**config.mk**
```make
export PLATFORM = sky130hd
export DESIGN_NAME = bst_tap_flat
export DESIGN_NICKNAME = d
export VERILOG_FILES = /design/src/common/bst_pkg.sv /design/src/common/bst_if.sv /design/src/rtl/bst_tap.sv /design/src/flat_wrapper.sv
export VERILOG_INCLUDE_DIRS = /design/src /design/src/common
export SDC_FILE = /design/constraint.sdc
export NUM_CORES = 1
export LEC_CHECK = 0
export BUFFER_PORTS_ARGS = -buffer_cell sky130_fd_sc_hd__buf_2
export CORE_MARGIN = 1
export CORE_UTILIZATION = 43
export CTS_CLUSTER_DIAMETER = 50
export DETAILED_ROUTE_END_ITERATION = 12
export PLACE_DENSITY_LB_ADDON = 0.25
export REMOVE_ABC_BUFFERS = 1
export SYNTH_ARGS = -nofsm -noshare
export SYNTH_HDL_FRONTEND = slang
export SYNTH_SLANG_ARGS = --single-unit
```
**constraint.sdc**
```tcl
create_clock -name mclk -period 2.96 [get_ports mclk]
set_clock_uncertainty 0.2 [all_clocks]
set_input_delay 0.74 -clock mclk [delete_from_list [all_inputs] [get_ports mclk]]
set_output_delay 0.74 -clock mclk [all_outputs]
set_load 0.05 [all_outputs]
```
**src/common/bst_cfg.svh**
```systemverilog
// Summary of operation
// - Exactly one register between serial in/out
// - Sample on rise, change output on fall
// - Instruction register is three bits wide
// - Reset loads identification-read instruction
// - Capture-IR loads 01 into low bits
// - One-bit bypass, cleared on capture
// - Boundary register captures pins, then shifts
// - Serial in at MSB, out at LSB
// - Identification read captures hardwired 32-bit value
// - New instruction takes effect at Update-IR
// - Controller loads any code it is given; avoiding reserved codes is the user's duty
// - EXTEST drives preloaded cells onto outputs
// - Capture-with-float floats all memory outputs
// - SAMPLE/PRELOAD snapshots pins without disturbing memory
// - Preload latches shifted pattern, concurrent shifting
// - BYPASS routes through single bypass cell
// - Last cell controls output bus under EXTEST
// - Output control cell preset high at reset
// - Controller programs control cell via preload/EXTEST
// - Five high mode-select edges reset logic
// - Fixed instruction encodings, three codes reserved
// - Identification value bit zero is one
`ifndef BST_CFG_SVH
`define BST_CFG_SVH
`define BST_IR_W       3
`define BST_ID_W       32
`define BST_IR_CAPTURE 2'h1
`define BST_OP_EXTEST  3'h0
`define BST_OP_IDCODE  3'h1
`define BST_OP_SAMPZ   3'h2
`define BST_OP_SAMPLE  3'h4
`define BST_OP_BYPASS  3'h7
`define BST_ID_VALUE   32'h0000_0001
`define BST_TLR_EDGES  3'h5
`define BST_CLK_DIV    4'h4
`endif

```
**src/common/bst_pkg.sv**
```systemverilog
package bst_pkg;
   typedef enum logic [3:0] {
      ST_TLR = 4'hf, ST_RTI = 4'hc, ST_SEL_DR = 4'h7, ST_CAP_DR = 4'h6,
      ST_SH_DR = 4'h2, ST_EX1_DR = 4'h1, ST_PA_DR = 4'h3, ST_EX2_DR = 4'h0,
      ST_UP_DR = 4'h5, ST_SEL_IR = 4'h4, ST_CAP_IR = 4'he, ST_SH_IR = 4'ha,
      ST_EX1_IR = 4'h9, ST_PA_IR = 4'hb, ST_EX2_IR = 4'h8, ST_UP_IR = 4'hd
   } bst_state_t;
endpackage : bst_pkg

```
**src/common/bst_if.sv**
```systemverilog
`timescale 1ns/100ps
`default_nettype none
interface bst_if;
   logic tck;
   logic tms;
   logic tdi;
   logic tdo_o;
   logic tdo_oe;
   modport dev (input tck, input tms, input tdi, output tdo_o, output tdo_oe);
   modport ctl (output tck, output tms, output tdi, input tdo_o, input tdo_oe);
endinterface : bst_if
`default_nettype wire

```
**src/rtl/bst_tap.sv**
```systemverilog
`timescale 1ns/100ps
`default_nettype none
`include "bst_cfg.svh"
module bst_tap
   import bst_pkg::*;
#(
   parameter int CELLS   = 85,
   parameter int PIN_W   = 84,
   parameter logic [31:0] ID_VALUE = `BST_ID_VALUE  // Arbitrary code, bit 0 forced
) (
   // Clock and reset
   input  wire logic             mclk,
   input  wire logic             rst,
   // Link
   bst_if.dev                    lnk,
   // Pin ring
   input  wire logic [PIN_W-1:0] pin_in,
   output logic      [PIN_W-1:0] pin_drive,
   output logic                  extest_active,
   output logic                  out_enable,
   output logic                  out_float
);
   typedef struct packed {
      logic [1:0]            tck_s, tms_s, tdi_s;
      logic                  tck_p;
      bst_state_t            st;
      logic [`BST_IR_W-1:0]  ir_sh, ir;
      logic                  byp;
      logic [`BST_ID_W-1:0]  id_sh;
      logic [CELLS-1:0]      bsr_sh, bsr_up;
      logic                  tdo, tdo_oe;
      logic [2:0]            hi_cnt;
      logic [PIN_W-1:0]      pin_s1, pin_s2;
      logic [PIN_W-1:0]      drv;
      logic                  ext, oen, flt;
   } bst_regs_t;
   bst_regs_t q, d;
   logic rise, fall, tms, tdi, sel_bsr;

   function automatic bst_state_t nxt(input bst_state_t s, input logic m);
      case (s)
         ST_TLR:    nxt = m ? ST_TLR    : ST_RTI;
         ST_RTI:    nxt = m ? ST_SEL_DR : ST_RTI;
         ST_SEL_DR: nxt = m ? ST_SEL_IR : ST_CAP_DR;
         ST_CAP_DR: nxt = m ? ST_EX1_DR : ST_SH_DR;
         ST_SH_DR:  nxt = m ? ST_EX1_DR : ST_SH_DR;
         ST_EX1_DR: nxt = m ? ST_UP_DR  : ST_PA_DR;
         ST_PA_DR:  nxt = m ? ST_EX2_DR : ST_PA_DR;
         ST_EX2_DR: nxt = m ? ST_UP_DR  : ST_SH_DR;
         ST_UP_DR:  nxt = m ? ST_SEL_DR : ST_RTI;
         ST_SEL_IR: nxt = m ? ST_TLR    : ST_CAP_IR;
         ST_CAP_IR: nxt = m ? ST_EX1_IR : ST_SH_IR;
         ST_SH_IR:  nxt = m ? ST_EX1_IR : ST_SH_IR;
         ST_EX1_IR: nxt = m ? ST_UP_IR  : ST_PA_IR;
         ST_PA_IR:  nxt = m ? ST_EX2_IR : ST_PA_IR;
         ST_EX2_IR: nxt = m ? ST_UP_IR  : ST_SH_IR;
         ST_UP_IR:  nxt = m ? ST_SEL_DR : ST_RTI;
         default:   nxt = ST_TLR;
      endcase
   endfunction : nxt

   always_comb begin
      d = q;
      d.tck_s = {q.tck_s[0], lnk.tck};
      d.tms_s = {q.tms_s[0], lnk.tms};
      d.tdi_s = {q.tdi_s[0], lnk.tdi};
      d.tck_p = q.tck_s[1];
      // Pins are asynchronous to mclk, two stages before capture
      d.pin_s1 = pin_in;
      d.pin_s2 = q.pin_s1;
      rise = q.tck_s[1] & ~q.tck_p;
      fall = ~q.tck_s[1] & q.tck_p;
      tms = q.tms_s[1];
      tdi = q.tdi_s[1];
      sel_bsr = (q.ir == `BST_OP_EXTEST) || (q.ir == `BST_OP_SAMPZ)
                || (q.ir == `BST_OP_SAMPLE);
      if (rise) begin
         d.st = nxt(q.st, tms);
         // Watchdog so a lost state still resets after five highs
         d.hi_cnt = tms ? ((q.hi_cnt == `BST_TLR_EDGES) ? q.hi_cnt : q.hi_cnt + 3'h1) : 3'h0;
         if (tms && q.hi_cnt == `BST_TLR_EDGES - 3'h1)
            d.st = ST_TLR;
         case (q.st)
            ST_CAP_IR: d.ir_sh = {q.ir_sh[`BST_IR_W-1:2], `BST_IR_CAPTURE};
            ST_SH_IR:  d.ir_sh = {tdi, q.ir_sh[`BST_IR_W-1:1]};
            ST_UP_IR:  d.ir = q.ir_sh;
            ST_CAP_DR: begin
               d.byp = 1'b0;
               d.id_sh = ID_VALUE | 32'h1;
               d.bsr_sh = {q.bsr_up[CELLS-1], {(CELLS-PIN_W-1){1'b0}}, q.pin_s2};
            end
            ST_SH_DR: begin
               d.byp = tdi;
               d.id_sh = {tdi, q.id_sh[`BST_ID_W-1:1]};
               d.bsr_sh = {tdi, q.bsr_sh[CELLS-1:1]};
            end
            ST_UP_DR:  if (sel_bsr) d.bsr_up = q.bsr_sh;
            default: ;
         endcase
         if (d.st == ST_TLR) begin
            d.ir = `BST_OP_IDCODE;
            d.bsr_up[CELLS-1] = 1'b1;
         end
      end
      if (fall) begin
         d.tdo_oe = (q.st == ST_SH_IR) || (q.st == ST_SH_DR);
         if (q.st == ST_SH_IR)
            d.tdo = q.ir_sh[0];
         else case (q.ir)
            `BST_OP_IDCODE: d.tdo = q.id_sh[0];
            `BST_OP_BYPASS: d.tdo = q.byp;
            default:        d.tdo = q.bsr_sh[0];
         endcase
      end
      d.ext = (q.ir == `BST_OP_EXTEST);
      d.drv = q.bsr_up[PIN_W-1:0];
      d.oen = ~d.ext | q.bsr_up[CELLS-1];
      d.flt = (q.ir == `BST_OP_SAMPZ) || (d.ext & ~q.bsr_up[CELLS-1]);
   end

   always_ff @(posedge mclk) begin
      if (rst) begin
         q <= '0;
         q.st <= ST_TLR;
         q.ir <= `BST_OP_IDCODE;
         q.bsr_up[CELLS-1] <= 1'b1;
         q.oen <= 1'b1;
      end else begin
         q <= d;
      end
   end

   assign lnk.tdo_o = q.tdo;
   assign lnk.tdo_oe = q.tdo_oe;
   assign pin_drive = q.drv;
   assign extest_active = q.ext;
   assign out_enable = q.oen;
   assign out_float = q.flt;
endmodule : bst_tap
`default_nettype wire

```
**src/flat_wrapper.sv**
```systemverilog
// flat-port wrapper written by rule: the top's interface ports become plain ports
module bst_tap_flat import bst_pkg::*;
#(
   parameter int CELLS   = 85,
   parameter int PIN_W   = 84,
   parameter logic [31:0] ID_VALUE = `BST_ID_VALUE                                 
)
  (mclk, rst, pin_in, pin_drive, extest_active, out_enable, out_float, lnk_tck, lnk_tms, lnk_tdi, lnk_tdo_o, lnk_tdo_oe);
  bst_if lnk_i ();
  input  wire logic mclk;
  input  wire logic rst;
  input  wire logic [PIN_W-1:0] pin_in;
  output logic      [PIN_W-1:0] pin_drive;
  output logic extest_active;
  output logic out_enable;
  output logic out_float;
  input wire logic [$bits(lnk_i.tck)-1:0] lnk_tck;
  input wire logic [$bits(lnk_i.tms)-1:0] lnk_tms;
  input wire logic [$bits(lnk_i.tdi)-1:0] lnk_tdi;
  output wire logic [$bits(lnk_i.tdo_o)-1:0] lnk_tdo_o;
  output wire logic [$bits(lnk_i.tdo_oe)-1:0] lnk_tdo_oe;
  assign lnk_i.tck = lnk_tck;
  assign lnk_i.tms = lnk_tms;
  assign lnk_i.tdi = lnk_tdi;
  assign lnk_tdo_o = lnk_i.tdo_o;
  assign lnk_tdo_oe = lnk_i.tdo_oe;
  bst_tap #(.CELLS(CELLS), .PIN_W(PIN_W), .ID_VALUE(ID_VALUE)) u_core (.mclk(mclk), .rst(rst), .lnk(lnk_i), .pin_in(pin_in), .pin_drive(pin_drive), .extest_active(extest_active), .out_enable(out_enable), .out_float(out_float));
endmodule
```
==> results.cfg <==
[critical_path]
path_class = flip-flop to flip-flop
cp_cell_sequence = nand2_1 -> a211o_1 -> or4_4 -> buf_4 -> nand2_1 -> a21oi_1
worstSetupEndpointType = flip-flop
crit_buf_inv = 1
critical_path.top_delay_family = simple AND/OR/NAND/NOR gates
arrival_ns = 2.85
startpoint_type = flip-flop
max_stage_delay_ns = 0.68
path_max_fanout = 30
critPathSlowestCell = or4_4
cp.required_ns = 3.19
crit_top_cell = nand2_1

[drt]
drc = 0
drtIter0Drc = 521
first_pass_iters = 5
dr_total_vias = 10414
wirelength_um = 30300
routed_via_density = 4.76
dr_wl_met3_um = 1420
highest_layer = met4
avgRoutedWirePerCell_um = 13.8
wl_met2_um = 13500
wl_met1_um = 14400
postRouteAntennaNets = 0

[die]
die-area_sq_mm = 0.0384
core-area_sq_mm = 0.0368
rows = 70
ios = 178
die_w_um = 196
die_h_um = 196
start_util_pct = 44.0

[cts]
clk_pin_slew_ns = 0.06
cts_tree = yes
ctsResizeCount = 0
clk_latency_ns = 0.58
cts_buffers = 50
cts_setup_buffers = 0
cts.sinks = 479
h-tree-depth = 2
root_buffer = clkbuf_16
clock_path_buffers = 3
ctsHoldBuffers = 0

[synth]
ys_seq_area_share_pct = 59.2
syn_inst = 1618
ys_types = 45
syn_avg_cell_area_sq_um = 10.0
synth_seq_cells = 479
synth-edff-count = 0
ys.flop_type = dfxtp_1
syn_area_sq_mm = 0.0162
yosysWarnings = 0
async_reset_ff_share_pct = 0

[timing]
fmax_mhz = 383
setup_viol = 0
timing.final.ws_setup_ns = 0.347
rsz0062_at_grt = no
slew_headroom_pct = 54.9
slew_violations = 0
period_share_pct = 88.3
hold_slack_ns = 0.163
period_minus_slack_ns = 2.61
tightest_slew_ns = 0.677
hold_violations = 0

[global_route]
grt_first_pass_wirelength_um = 49400
grtUsageTotal_pct = 15.9
grt_max_degree = 91
antenna_found_initial = 1
first_global_vias = 9837
overflow = 0

[final_layout]
drive_gt1_share_pct = 17.3
final_net_count = 1773
synthToLayoutAreaGrowth_pct = 15.5
fillers = 3400

[power]
power_density_mw_per_mm2 = 710
irDropWorstVdd_mv = 0.360
leakage_nw = 6.98

[place]
dp_worst_setup_slack_ns = 0.388
portBuffers = 177
place.gp.congestion = 0.748
place_hpwl_um = 18300

[job]
maxCapViolCount = 0

[min_path]
hp-class = input pin to flip-flop

[run_status]
outcome = complete, no violations
synth_stat cells (2+ instances only):
library cell	number	share of area [%]
dfxtp_1	479	59
nor2b_1	263	10
nand2_1	187	4.3
nor2_1	128	3.0
a21oi_1	95	2.9
buf_4	88	4.1
clkbuf_1	87	2.0
mux2i_1	87	5.4
a211oi_1	84	3.9
a22oi_1	30	1.4
buf_2	18	0.56
nor3_1	7	0.22
inv_1	6	0.14
nand2b_1	6	0.23
nand3_1	6	0.19
o21ai_0	5	0.15
a211o_1	4	0.22
and3_1	3	0.12
buf_1	3	0.070
ha_1	3	0.23
nand3b_1	3	0.14
nor4_1	2	0.077
o22ai_1	2	0.077
final cells by class:
cell class	count	area [sq um]	share of cell area, %
Tap cell	468	586	3.13
Clock inverter	24	293	1.57
Timing Repair Buffer	208	1280	6.84
Sequential cell	479	9590	51.3
Clock buffer	67	1420	7.57
Multi-Input combinational cell	936	5510	29.5
Antenna cell	1	2.50	0.0134
Inverter	6	22.5	0.120
kinds of logic (layout without fill, tap and decap cells):
kind of cell,count (synthesis),count (layout),share of synthesized area [%]
AND/OR/NAND/NOR,612,612,18.8
flip-flops,479,479,59.2
AO/OA/AOI/OAI,233,233,9.35
buffers and inverters,203,305,6.93
multiplexers,88,88,5.45
adder cells (fa/ha/maj),3,3,0.232
other,0,1,0
per-stage QoR:
step	utilization [%]	instance area, sq um	cells	TNS [ns]	total power [mW]
2_1_floorplan	-	15100	1421	-463.74	6.85
3_3_place_gp	46.2	17000	2097	0	7.07
3_5_place_dp	46.2	17000	2097	0	7.07
4_1_cts	50.8	18700	2188	0	13.5
5_1_grt	50.8	18700	2188	0	13.8
6_report	50.8	18700	2189	0	13.3
layer usage:
| metal | global-route usage (%) | vias up |
|---|---|---|
| li1 | - | 5371 |
| met1 | 20.9 | 4774 |
| met2 | 25.3 | 207 |
| met3 | 3.21 | 62 |
| met4 | 6.94 | 0 |
| met5 | 0 | - |
flip-flops by register name, summed over array words and instances (netlist names):
register              flops
u_core.out_enable         1
u_core.out_float          1
u_core.lnk.tdo_o          1
u_core.pin_drive         84
u_core.q                218
u_core.d                172
u_core.lnk.tdo_oe         1
u_core.extest_active      1
worst paths after layout:
| kind | start | endpoint | slack (ns) | depth (start not counted) |
|---|---|---|---|---|
| worst min-delay path | pin_in[35] | u_core.d[122]$_SDFF_PP0_ | 0.16 | 2 |
| worst max-delay path | u_core.q[469]$_SDFFE_PP1P_ | u_core.d[79]$_SDFFE_PP0P_ | 0.35 | 6 |
| worst min register to register | u_core.d[123]$_SDFF_PP0_ | u_core.q[123]$_SDFF_PP0_ | 0.23 | 1 |
| worst max register to register | u_core.q[469]$_SDFFE_PP1P_ | u_core.d[79]$_SDFFE_PP0P_ | 0.35 | 6 |
where the power goes:
group	leakage [nW]	switching, mW	internal, mW	total (mW)
registers	3.90	0.0367	6.56	6.60
clock network	0.834	2.54	3.81	6.35
logic	2.25	0.175	0.150	0.325
total	6.98	2.76	10.5	13.3
worst register-to-register path: cells and delay by family (launching register included):
kind,cells,cell delay (ns)
AOI/OAI and AO/OA,2,0.38
buffers and inverters,1,0.30
DFF,1,0.63
and+or+nand+nor,3,0.96
cell usage in the layout, fill, tap and decap left out, drive strengths merged, types with 4 or more instances in the layout:
| cell | instances |
|---|---|
| nor2 | 128 |
| nor2b | 263 |
| dfxtp | 479 |
| nor3 | 8 |
| clkinv | 13 |
| bufinv | 5 |
| o21ai | 5 |
| clkbuf | 67 |
| clkinvlp | 4 |
| nand2 | 187 |
| a211oi | 84 |
| a211o | 4 |
| nand2b | 6 |
| buf | 208 |
| inv | 8 |
| a21oi | 95 |
| nand3 | 6 |
| a22oi | 30 |
| mux2i | 87 |
No activity file was read; power rests on OpenSTA's default activity.
